## src/common/cmp_timer_pkg.sv

```systemverilog
// Constants for the eight-bit compare timer.
// Assumes one 100 MHz system clock and a plain byte register port.
package cmp_timer_pkg;
    // Register offsets
    localparam logic [2:0] ADDR_CTL = 3'h0;
    localparam logic [2:0] ADDR_STAT = 3'h1;
    localparam logic [2:0] ADDR_CONST_A = 3'h2;
    localparam logic [2:0] ADDR_CONST_B = 3'h3;
    localparam logic [2:0] ADDR_COUNT = 3'h4;
    localparam logic [2:0] ADDR_TOP = 3'h4;
    // Control register fields
    localparam int CTL_IE_B = 7;
    localparam int CTL_IE_A = 6;
    localparam int CTL_IE_WRAP = 5;
    localparam int CTL_CLR_HI = 4;
    localparam int CTL_CLR_LO = 3;
    localparam int CTL_SRC_HI = 2;
    localparam int CTL_SRC_LO = 0;
    localparam int EXT_SEL_BIT = 3;
    // Status register fields
    localparam int STAT_FLAG_B = 7;
    localparam int STAT_FLAG_A = 6;
    localparam int STAT_WRAP = 5;
    localparam int STAT_RSVD = 4;
    localparam int STAT_ACT_HI = 3;
    localparam int STAT_ACT_LO = 0;
    // Reset values
    localparam logic [7:0] CTL_RESET = 8'h00;
    localparam logic [3:0] ACT_RESET = 4'h0;
    localparam logic [7:0] CONST_RESET = 8'hFF;
    localparam logic [7:0] COUNT_RESET = 8'h00;
    localparam logic [7:0] COUNT_MAX = 8'hFF;
    // Prescaler taps: divide by 8, 64, 1024
    localparam int PRE_W = 10;
    localparam int TAP_DIV8 = 2;
    localparam int TAP_DIV64 = 5;
    localparam int TAP_DIV1024 = 9;
    // Action and clear encodings
    localparam logic [1:0] ACT_KEEP = 2'h0;
    localparam logic [1:0] ACT_LOW = 2'h1;
    localparam logic [1:0] ACT_HIGH = 2'h2;
    localparam logic [1:0] ACT_TOGGLE = 2'h3;
    localparam logic [1:0] CLR_NONE = 2'h0;
    localparam logic [1:0] CLR_MATCH_A = 2'h1;
    localparam logic [1:0] CLR_MATCH_B = 2'h2;
    localparam logic [1:0] CLR_EXT = 2'h3;
    // External edge selections
    localparam logic [1:0] EDGE_RISE = 2'h1;
    localparam logic [1:0] EDGE_FALL = 2'h2;
    localparam logic [1:0] EDGE_BOTH = 2'h3;
endpackage

```

## src/rtl/cmp_timer.sv

```systemverilog
// Eight-bit up-counter with two compare constants, output action pin and flags.
// Assumes a byte register port on the system clock; external pins are asynchronous.
// What this block does
// - One count pulse per internal source period or per selected external edge
// - External input counts rise, fall or both
// - Match asserted in last state before advance
// - Match sets flag A or flag B
// - Match drives wave_out per action field
// - Match A or B clears count if selected
// - Clear mode 11 clears on external reset rise
// - Rollover FF to 00 sets wrap_flag
// - Three irq lines: flag and enable
// - Priority A, B, wrap; wrap not transfer-served
// - Transfer service clears matching flag
// - Clear beats count write in same cycle
// - Count write beats increment
// - Constant write suppresses its match
// - Coincident actions: toggle, one, zero, none
// - Internal pulse from source falling edge
// - Source change high to low counts once
// - Stopped source is treated as low
// - Internal/external switch may count spuriously
// - Action 0110 gives pulse train
// - Clear select encoding 00/01/10/11
// - Sources: /8, /64, /1024, stopped, external edges
// - Action encoding; B high pair; output starts 0
// - Flag clears by read-one then write-zero
//
// Design decisions made here: the register offsets and the plain strobed port.
`timescale 1ns/1ps

module cmp_timer
    import cmp_timer_pkg::*;
(
    // Clock and reset
    input wire logic core_clk_in,
    input wire logic reset_n_in,
    // Register port
    input wire logic [2:0] reg_addr_in,
    input wire logic [7:0] reg_wdata_in,
    input wire logic reg_wr_in,
    input wire logic reg_rd_in,
    output logic [7:0] reg_rdata_out,
    // Transfer controller service acknowledge
    input wire logic xfer_ack_a_in,
    input wire logic xfer_ack_b_in,
    // External pins
    input wire logic ext_count_in,
    input wire logic ext_reset_in,
    output logic wave_out,
    // Interrupt requests
    output logic match_irq_a,
    output logic match_irq_b,
    output logic wrap_irq
);

    logic [7:0] ctl_reg;
    logic [3:0] act_reg;
    logic [7:0] const_a_reg;
    logic [7:0] const_b_reg;
    logic [7:0] up_count_reg;
    logic [7:0] up_count_next;
    logic match_flag_a_reg;
    logic match_flag_b_reg;
    logic wrap_flag_reg;
    logic [2:0] seen_reg;
    logic [PRE_W-1:0] pre_reg;
    logic [2:0] cnt_sync_reg;
    logic [2:0] rst_sync_reg;
    logic src_level_reg;
    logic src_level;
    logic count_pulse;
    logic ext_rise;
    logic ext_fall;
    logic ext_clr_rise;
    logic match_a;
    logic match_b;
    logic clear_hit;
    logic wr_count;
    logic wr_ctl;
    logic wr_stat;
    logic [1:0] clr_sel;
    logic [1:0] act_a;
    logic [1:0] act_b;
    logic [1:0] act_win;
    logic is_ext;

    assign wr_ctl = reg_wr_in && reg_addr_in == ADDR_CTL;
    assign wr_stat = reg_wr_in && reg_addr_in == ADDR_STAT;
    assign wr_count = reg_wr_in && reg_addr_in == ADDR_COUNT;
    assign clr_sel = ctl_reg[CTL_CLR_HI:CTL_CLR_LO];
    assign is_ext = ctl_reg[EXT_SEL_BIT];
    assign act_a = act_reg[1:0];
    assign act_b = act_reg[STAT_ACT_HI:STAT_ACT_HI-1];

    // Prescaler
    always_ff @(posedge core_clk_in) begin
        if (!reset_n_in) begin
            pre_reg <= '0;
        end else begin
            pre_reg <= pre_reg + 1'b1;
        end
    end

    // Synchronisers; stage 0 feeds only stage 1
    always_ff @(posedge core_clk_in) begin
        if (!reset_n_in) begin
            cnt_sync_reg <= 3'h0;
            rst_sync_reg <= 3'h0;
        end else begin
            cnt_sync_reg <= {cnt_sync_reg[1:0], ext_count_in};
            rst_sync_reg <= {rst_sync_reg[1:0], ext_reset_in};
        end
    end

    assign ext_rise = cnt_sync_reg[1] && !cnt_sync_reg[2];
    assign ext_fall = !cnt_sync_reg[1] && cnt_sync_reg[2];
    assign ext_clr_rise = rst_sync_reg[1] && !rst_sync_reg[2];

    // Selected internal source level; stopped and external count as low
    always_comb begin
        src_level = 1'b0;
        if (!is_ext) begin
            case (ctl_reg[1:0])
                2'h1: src_level = pre_reg[TAP_DIV8];
                2'h2: src_level = pre_reg[TAP_DIV64];
                2'h3: src_level = pre_reg[TAP_DIV1024];
                default: src_level = 1'b0;
            endcase
        end
    end

    always_ff @(posedge core_clk_in) begin
        if (!reset_n_in) begin
            src_level_reg <= 1'b0;
        end else begin
            src_level_reg <= src_level;
        end
    end

    // Count pulse: internal falling edge, or chosen external edge
    always_comb begin
        count_pulse = src_level_reg && !src_level;
        if (is_ext) begin
            case (ctl_reg[1:0])
                EDGE_RISE: count_pulse = ext_rise;
                EDGE_FALL: count_pulse = ext_fall;
                EDGE_BOTH: count_pulse = ext_rise || ext_fall;
                default: count_pulse = 1'b0;
            endcase
        end
    end

    // Match in the last state before advance; constant write masks it
    assign match_a = count_pulse && up_count_reg == const_a_reg
        && !(reg_wr_in && reg_addr_in == ADDR_CONST_A);
    assign match_b = count_pulse && up_count_reg == const_b_reg
        && !(reg_wr_in && reg_addr_in == ADDR_CONST_B);

    assign clear_hit = (clr_sel == CLR_MATCH_A && match_a) || (clr_sel == CLR_MATCH_B && match_b)
        || (clr_sel == CLR_EXT && ext_clr_rise);

    always_comb begin
        up_count_next = up_count_reg;
        if (clear_hit) begin
            up_count_next = COUNT_RESET;
        end else if (wr_count) begin
            up_count_next = reg_wdata_in;
        end else if (count_pulse) begin
            up_count_next = up_count_reg + 8'h01;
        end
    end

    always_ff @(posedge core_clk_in) begin
        if (!reset_n_in) begin
            up_count_reg <= COUNT_RESET;
        end else begin
            up_count_reg <= up_count_next;
        end
    end

    // Configuration registers
    always_ff @(posedge core_clk_in) begin
        if (!reset_n_in) begin
            ctl_reg <= CTL_RESET;
            act_reg <= ACT_RESET;
            const_a_reg <= CONST_RESET;
            const_b_reg <= CONST_RESET;
        end else begin
            if (wr_ctl) begin
                ctl_reg <= reg_wdata_in;
            end
            if (wr_stat) begin
                act_reg <= reg_wdata_in[STAT_ACT_HI:STAT_ACT_LO];
            end
            if (reg_wr_in && reg_addr_in == ADDR_CONST_A) begin
                const_a_reg <= reg_wdata_in;
            end
            if (reg_wr_in && reg_addr_in == ADDR_CONST_B) begin
                const_b_reg <= reg_wdata_in;
            end
        end
    end

    // Flags seen as one by a status read may be cleared by writing zero
    always_ff @(posedge core_clk_in) begin
        if (!reset_n_in) begin
            seen_reg <= 3'h0;
        end else if (reg_rd_in && reg_addr_in == ADDR_STAT) begin
            seen_reg <= {match_flag_b_reg, match_flag_a_reg, wrap_flag_reg};
        end else if (wr_stat) begin
            seen_reg <= 3'h0;
        end
    end

    // Status flags; a set wins over any clear in the same cycle
    always_ff @(posedge core_clk_in) begin
        if (!reset_n_in) begin
            match_flag_a_reg <= 1'b0;
            match_flag_b_reg <= 1'b0;
            wrap_flag_reg <= 1'b0;
        end else begin
            if (match_a) begin
                match_flag_a_reg <= 1'b1;
            end else if (xfer_ack_a_in) begin
                match_flag_a_reg <= 1'b0;
            end else if (wr_stat && seen_reg[1] && !reg_wdata_in[STAT_FLAG_A]) begin
                match_flag_a_reg <= 1'b0;
            end
            if (match_b) begin
                match_flag_b_reg <= 1'b1;
            end else if (xfer_ack_b_in) begin
                match_flag_b_reg <= 1'b0;
            end else if (wr_stat && seen_reg[2] && !reg_wdata_in[STAT_FLAG_B]) begin
                match_flag_b_reg <= 1'b0;
            end
            if (up_count_reg == COUNT_MAX && up_count_next == COUNT_RESET && count_pulse && !wr_count) begin
                wrap_flag_reg <= 1'b1;
            end else if (wr_stat && seen_reg[0] && !reg_wdata_in[STAT_WRAP]) begin
                wrap_flag_reg <= 1'b0;
            end
        end
    end

    // Output action resolution by priority
    always_comb begin
        act_win = ACT_KEEP;
        if (match_a && match_b) begin
            act_win = (act_a > act_b) ? act_a : act_b;
        end else if (match_a) begin
            act_win = act_a;
        end else if (match_b) begin
            act_win = act_b;
        end
    end

    always_ff @(posedge core_clk_in) begin
        if (!reset_n_in) begin
            wave_out <= 1'b0;
        end else begin
            case (act_win)
                ACT_LOW: wave_out <= 1'b0;
                ACT_HIGH: wave_out <= 1'b1;
                ACT_TOGGLE: wave_out <= !wave_out;
                default: wave_out <= wave_out;
            endcase
        end
    end

    // Interrupt requests; the controller ranks them
    assign match_irq_a = match_flag_a_reg && ctl_reg[CTL_IE_A];
    assign match_irq_b = match_flag_b_reg && ctl_reg[CTL_IE_B];
    assign wrap_irq = wrap_flag_reg && ctl_reg[CTL_IE_WRAP];

    // Read data one cycle after the strobe
    always_ff @(posedge core_clk_in) begin
        if (!reset_n_in) begin
            reg_rdata_out <= 8'h00;
        end else if (reg_rd_in) begin
            case (reg_addr_in)
                ADDR_CTL: reg_rdata_out <= ctl_reg;
                ADDR_STAT: reg_rdata_out <= {match_flag_b_reg, match_flag_a_reg, wrap_flag_reg,
                    1'b1, act_reg};
                ADDR_CONST_A: reg_rdata_out <= const_a_reg;
                ADDR_CONST_B: reg_rdata_out <= const_b_reg;
                ADDR_COUNT: reg_rdata_out <= up_count_reg;
                default: reg_rdata_out <= 8'h00;
            endcase
        end else begin
            reg_rdata_out <= 8'h00;
        end
    end
endmodule

```

## config.mk

```make
export PLATFORM = sky130hd
export DESIGN_NAME = cmp_timer
export DESIGN_NICKNAME = d
export VERILOG_FILES = /design/src/common/cmp_timer_pkg.sv /design/src/rtl/cmp_timer.sv
export SDC_FILE = /design/constraint.sdc
export NUM_CORES = 1
export LEC_CHECK = 0
export BUFFER_PORTS_ARGS = -buffer_cell sky130_fd_sc_hd__buf_2
export CAP_MARGIN = 20
export CORE_MARGIN = 4
export CORE_UTILIZATION = 40
export DETAILED_ROUTE_END_ITERATION = 6
export HOLD_SLACK_MARGIN = 0.08
export MAX_ROUTING_LAYER = met4
export PLACE_DENSITY = 0.61
export SYNTH_ARGS = -nofsm -noshare
export SYNTH_HDL_FRONTEND = slang
export SYNTH_SLANG_ARGS = --single-unit
export TNS_END_PERCENT = 30
```

## constraint.sdc

```tcl
create_clock -name core_clk_in -period 2.3 [get_ports core_clk_in]
set_input_delay 0.46 -clock core_clk_in [delete_from_list [all_inputs] [get_ports core_clk_in]]
set_output_delay 0.46 -clock core_clk_in [all_outputs]
set_load 0.02 [all_outputs]
```

==> results of run 1 <==
## stage by stage
stage               cells  hold slack [ns]  area (um^2)  utilization (%)
finish                526            0.311         3910             47.6
floorplan             383            0.412         3390                -
global placement      510            0.426         3680             44.8
detailed placement    510            0.424         3680             44.8
global route          526            0.311         3910             47.6
CTS                   525            0.299         3870             47.1
## worst max-delay path: cells and delay by family, from the launching register on
| family | cells | cell delay [ns] |
|---|---|---|
| AOI/OAI and AO/OA | 2 | 0.41 |
| DFF | 1 | 0.53 |
| and+or+nand+nor | 3 | 0.98 |
| xor gates and xnor gates | 1 | 0.11 |
## worst max path at each step
stage	slack, ns	cells after the start	to
floorplan	0.20	9	wrap_flag_reg
global placement	0.23	9	wrap_flag_reg
detailed placement	0.16	9	wrap_flag_reg
CTS	0.12	9	wrap_flag_reg
global route	0.03	10	wrap_flag_reg
finish	0.19	6	wave_out
## routing by layer
metal  global-route usage (%)  wire, um  vias to the layer above
met5                        -         0                        -
met3                     4.03       530                       21
met4                     8.70       326                        0
li1                         -         -                     1378
met1                     26.3      4220                     1313
met2                     26.8      3880                      109
## synthesized netlist by cell type, drive strengths merged (2+ instances only)
cell type / instances / area (um^2)
nand2: 52 / 203
a21oi: 15 / 78.8
ha: 7 / 87.6
and2: 23 / 146
or3: 2 / 12.5
nand4: 5 / 31.3
inv: 11 / 41.3
mux2i: 14 / 140
a31oi: 3 / 18.8
nand3: 27 / 135
o211ai: 4 / 30.0
a211o: 2 / 17.5
a22oi: 5 / 37.5
nor2b: 14 / 87.6
nor3: 2 / 10.0
nand3b: 4 / 30.0
xnor2: 18 / 158
a311oi: 2 / 35.0
a32oi: 3 / 26.3
o21ai: 2 / 10.0
a211oi: 9 / 108
dfxtp: 68 / 1360
xor2: 13 / 114
clkbuf: 14 / 52.6
mux4: 2 / 45.0
nor2: 23 / 86.3
a21boi: 11 / 82.6
and3: 6 / 37.5
nor4: 3 / 18.8
buf: 10 / 60.1
## cell usage in the layout (no fill, tap or decap), types with 2 or more instances in the layout
master | netlist | routed
dfxtp_1 | 68 | 68
nand2_1 | 51 | 51
buf_2 | 6 | 30
nand3_1 | 27 | 27
nor2_1 | 23 | 23
and2_1 | 22 | 22
xnor2_1 | 18 | 18
buf_4 | 2 | 17
nor2b_1 | 14 | 14
mux2i_1 | 14 | 14
xor2_1 | 13 | 13
a21oi_1 | 14 | 13
inv_1 | 11 | 11
a211oi_2 | 8 | 9
a21boi_0 | 9 | 9
clkbuf_8 | 0 | 9
ha_1 | 7 | 7
and3_1 | 6 | 6
nand4_1 | 5 | 5
a22oi_1 | 5 | 5
o211ai_1 | 4 | 4
nand3b_1 | 4 | 4
a32oi_1 | 3 | 3
clkinvlp_4 | 0 | 3
nor3_1 | 2 | 2
nor4_1 | 3 | 2
o21ai_0 | 2 | 2
or3_1 | 2 | 2
a211o_1 | 2 | 2
mux4_2 | 2 | 2
a31oi_1 | 3 | 2
## final cells by class
class / count / area (um^2)
fillers: 818 / 4310
multi-input cells: 280 / 1910
flip-flops and latches: 68 / 1360
repair buffers: 47 / 278
well taps: 105 / 131
clock buffers: 9 / 124
clock inverters: 6 / 66.3
inverters: 11 / 41.3
## power groups by stage
stage / Clock [mW] / Sequential, mW / Combinational (mW)
after CTS: 0.994 / 1.24 / 0.223
after global placement: 0 / 1.27 / 0.219
after detailed placement: 0 / 1.27 / 0.221
after floorplan: 0 / 1.26 / 0.151
after global routing: 1.04 / 1.24 / 0.248
final: 0.973 / 1.24 / 0.227
## cell families after synthesis
group	synth area share, %
multiplexers	5.47
XOR/XNOR	8.01
flip-flops	40.2
AND/OR/NAND/NOR	25.0
AO/OA/AOI/OAI	14.2
adder cells (fa/ha/maj)	2.58
buffers and inverters	4.54
## what timing repair did
item                                    in CTS  in global routing
resized for setup                            0                  6
setup buffers                                0                  1
hold buffers                                 0                  0
endpoints found under the setup margin       0                  9
==> flow_summary_export.csv, run 1 <==
group,metric,value,unit
setup_path,start_kind,"flop",
floorplan,dieArea,10000,um^2
synthesis,yosysWarnings,0,
clock_network,clock_sinks,68,
pwr,p_seq_share,50.8,%
drt,route.detailed.drc,0,
clock_network,cts_buffer_depth,2,
setup_path,worstReg2RegStart,"up_count_reg[3]",
sta,worstMarginPinSlew,0.558,ns
sta,min_period,2.11,ns
pwr,power_frac_comb,9.3,%
layout,drive_gt1_share,20.0,%
drt,vias,2821,
synthesis,synth_top_flop_cell,"dfxtp_1",
setup_path,path_class,"flop to flop",
floorplan,coreArea,8220,um^2
sta,rsz0062_at_grt,"false",
sta,finalMaxSlewViolations,0,
setup_path,crit_chain,"xor2_1 -> nor4_1 -> nand3_1 -> or3_1 -> a211o_1 -> a21boi_1",
layout,largest_reg_flops,10,
pwr,internal_power,1.80,mW
pwr,vdd_drop_max,0.268,mV
synthesis,synth_edf_count,0,
clock_network,root_buffer,"clkbuf_8",
pwr,p_switching,0.642,mW
floorplan,die_y,100,um
setup_path,slowest_delay,0.53,ns
drt,wirelength,8960,um
setup_path,worstPathRequired,2.58,ns
global_route,track_usage,19.1,%
setup_path,reg2reg_depth,6,
layout,diodes,0,
sta,hold_viol_final,0,
synthesis,ys_ff_latch,68,
setup_path,r2r-end,"wave_out",
min_path,hold_start,"ext_reset_in",
pwr,total_power,2.44,mW
clock_network,worst_skew_pair.late_latency,0.35,ns
global_route,grt_pass1_wl,14300,um
sta,setup-violations-final,0,
min_path,hold_class,"input port to flop",
pwr,pwr-share-clk,39.8,%
pwr,p_sw_share,26.3,%
min_path,min_to,"rst_sync_reg[0]",
global_route,grt_max_degree,22,
clock_network,clkSlewWorstSetupHoldPaths,0.08,ns
drt,drt_first_pass_iters,5,
setup_path,ff2ff_setup_slack,0.19,ns
synthesis,synthArstFlopShare,0,%
floorplan,num_rows,33,
global_route,grt_overflow,0,
sta,finalCritPeriodShare,91.8,%
setup_path,startpoint,"up_count_reg[3]",
synthesis,syn_area_per_cell,8.85,um^2
min_path,hold_path_depth,2,
placed_design,gp_congestion,0.980,
placed_design,pre_cts_slack,0.163,ns
placed_design,hpwl,6600,um
sta,setup_ws,0.189,ns
placed_design,portBuffers,30,
global_route,grt_pass1_vias,2640,
flow_run,drv_cap,0,
synthesis,synthesis.area,3390,um^2
setup_path,crit_fanout,6,
floorplan,start_util,41.2,%
floorplan,ioPinCount,31,
floorplan,die_w,100,um
setup_path,setup.worst_path.end_class,"flop",
setup_path,crit_slowest_cell,"dfxtp_1",
run_status,status,"complete, no violations",
drt,ant_nets,0,
drt,via_per_inst,5.36,
drt,avgRoutedWirePerCell,17.0,um
sta,fin_skew,0.0121,ns
synthesis,syn-num-nets,409,
sta,slew_headroom,62.3,%
clock_network,cts_tree,"built",
drt,first_iter_violations,144,
synthesis,netlist_instances,383,
sta,max_freq,0.474,GHz
setup_path,worst_ep_arrival_time,2.39,ns
layout,syn2layout_area_growth,15.3,%
layout,final_nets,443,
sta,tns,0,ns
synthesis,ys_seq_area_share,40.2,%
pwr,leakage,1.52,nW
global_route,antenna_found_initial,0,
pwr,power_density,625,nW/um^2
clock_network,htreeDepth,3,
synthesis,yosysUniqueCellTypes,48,
clock_network,cts_buffers,9,
No activity file was read; power rests on OpenSTA's default activity.
==> run 2: changes to the inputs <==
--- a/config.mk
+++ b/config.mk
@@ -7,7 +7,7 @@
 export LEC_CHECK = 0
 export BUFFER_PORTS_ARGS = -buffer_cell sky130_fd_sc_hd__buf_2
 export CAP_MARGIN = 20
-export CORE_MARGIN = 4
+export CORE_MARGIN = 5
 export CORE_UTILIZATION = 40
 export DETAILED_ROUTE_END_ITERATION = 6
 export HOLD_SLACK_MARGIN = 0.08
==> run 2 against run 1 <==
  * First-iteration DRC count grew 30%
  * Critical path depth rose by 1
  * Count of clock-buffer cells in the layout grew 1
==> flow_summary_export.csv, run 2 (synthesis gave the netlist of run 1 again) <==
group,metric,value,unit
run_status,status,"complete, no violations",
layout,mostFrequentLayoutCells,"dfxtp_1, nand2_1, buf_2",
sta,fin_skew,0.0119,ns
global_route,grt_pass1_wl,14800,um
drt,avgRoutedWirePerCell,17.2,um
setup_path,slowest_delay,0.55,ns
pwr,vdd_drop_max,0.246,mV
sta,finalCritPeriodShare,91.7,%
clock_network,root_buffer,"clkbuf_8",
flow_run,drv_cap,0,
floorplan,ioPinCount,31,
setup_path,worstReg2RegStart,"up_count_reg[2]",
min_path,hold_class,"input port to flop",
setup_path,r2r-end,"wrap_flag_reg",
min_path,hold_path_depth,2,
setup_path,crit_buf_inv,0,
drt,first_iter_violations,187,
global_route,grt_use_met2,28.6,%
drt,ant_nets,0,
setup_path,setup.worst_path.end_class,"flop",
clock_network,worst_skew_pair.late_latency,0.35,ns
clock_network,cts_buffer_depth,2,
clock_network,cts_buffers,9,
floorplan,coreArea,8220,um^2
clock_network,cts_tree,"built",
clock_network,htreeDepth,3,
pwr,leakage,1.53,nW
setup_path,crit_fanout,7,
layout,final_nets,443,
setup_path,cp.depth,7,
floorplan,num_rows,33,
global_route,grt.met3_usage,4.98,%
layout,final_common_cell,"dfxtp_1",
global_route,grt_max_degree,28,
setup_path,reg2reg_depth,7,
setup_path,startpoint,"up_count_reg[2]",
placed_design,hpwl,6780,um
pwr,power_density,648,nW/um^2
setup_path,ff2ff_setup_slack,0.19,ns
sta,finalMaxSlewViolations,0,
drt,route.detailed.drc,0,
drt,wirelength,9040,um
global_route,grt_overflow,0,
sta,setup-violations-final,0,
sta,max_freq,0.474,GHz
drt,vias,2847,
setup_path,crit_chain,"xor2_1 -> nor4_1 -> nand3_1 -> nor4_1 -> a311oi_4 -> a21boi_1 -> o31ai_2",
sta,rsz0062_at_grt,"false",
setup_path,worst_ep_arrival_time,2.38,ns
sta,worstMarginPinSlew,0.664,ns
layout,syn2layout_area_growth,14.9,%
sta,min_period,2.11,ns
sta,whs,0.326,ns
placed_design,gp_congestion,0.969,
global_route,track_usage,19.5,%
min_path,min_to,"rst_sync_reg[0]",
global_route,antenna_found_initial,0,
floorplan,die_y,102,um
floorplan,start_util,41.2,%
setup_path,start_kind,"flop",
floorplan,die_w,102,um
global_route,busiest_layer,"met2",
layout,largest_reg_flops,10,
setup_path,worstPathRequired,2.57,ns
setup_path,crit_slowest_cell,"dfxtp_1",
global_route,met1_usage,25.6,%
global_route,grt_pass1_vias,2741,
clock_network,postCtsHoldBufs,0,
placed_design,portBuffers,30,
sta,slew_headroom,55.1,%
drt,drt_first_pass_iters,5,
setup_path,path_class,"flop to flop",
min_path,hold_start,"ext_reset_in",
setup_path,cp_top_family,"simple AND/OR/NAND/NOR gates",
setup_path,crit_top_cell,"nor4_1",
clock_network,clock_sinks,68,
layout,drive_gt1_share,18.8,%
floorplan,dieArea,10400,um^2
clock_network,clkSlewWorstSetupHoldPaths,0.08,ns
sta,tns,0,ns
sta,hold_viol_final,0,
drt,via_per_inst,5.41,
layout,diodes,0,
-- run 2: area by class of cell --
type                       count  area [um^2]
clock inverter                 5         77.6
sequential                    68         1360
fill                         803         4320
inverter                      11         41.3
multi-input combinational    280         1880
tap                          105          131
clock buffer                  10          128
timing repair buffer          47          278
-- run 2: metrics by stage --
| stage | std cells | setup WS [ns] | area, um^2 | power (mW) | util (%) |
|---|---|---|---|---|---|
| final | 526 | 0.191 | 3890 | 2.52 | 47.4 |
| after floorplan | 383 | 0.204 | 3390 | 1.41 | - |
| after global routing | 526 | 0.00244 | 3890 | 2.62 | 47.4 |
| after global placement | 510 | 0.215 | 3680 | 1.49 | 44.8 |
| after CTS | 525 | 0.175 | 3880 | 2.54 | 47.3 |
| after detailed placement | 510 | 0.182 | 3680 | 1.49 | 44.8 |
-- run 2: worst max path at each step --
stage | endpoint | slack [ns]
after detailed placement | wrap_flag_reg | 0.18
final | wrap_flag_reg | 0.19
after floorplan | wrap_flag_reg | 0.20
after global placement | wrap_flag_reg | 0.22
after CTS | up_count_reg[0] | 0.17
after global routing | wrap_flag_reg | 0.002
-- run 2: metal layers --
metal,vias to the layer above,part of all wire [%]
met5,-,0
met4,0,2.5
met2,117,44
met3,19,7.5
met1,1327,46
li1,1384,-
-- run 2: report_power, final --
group          internal (mW)  switching, mW
sequential              1.21         0.0340
combinational         0.0943          0.129
clock                  0.601          0.457
-- run 2: repair_timing --
| item | 4_1_cts | 5_1_grt |
|---|---|---|
| gates resized for setup | 0 | 1 |
| setup endpoints to repair | 0 | 6 |
| setup buffers | 0 | 1 |
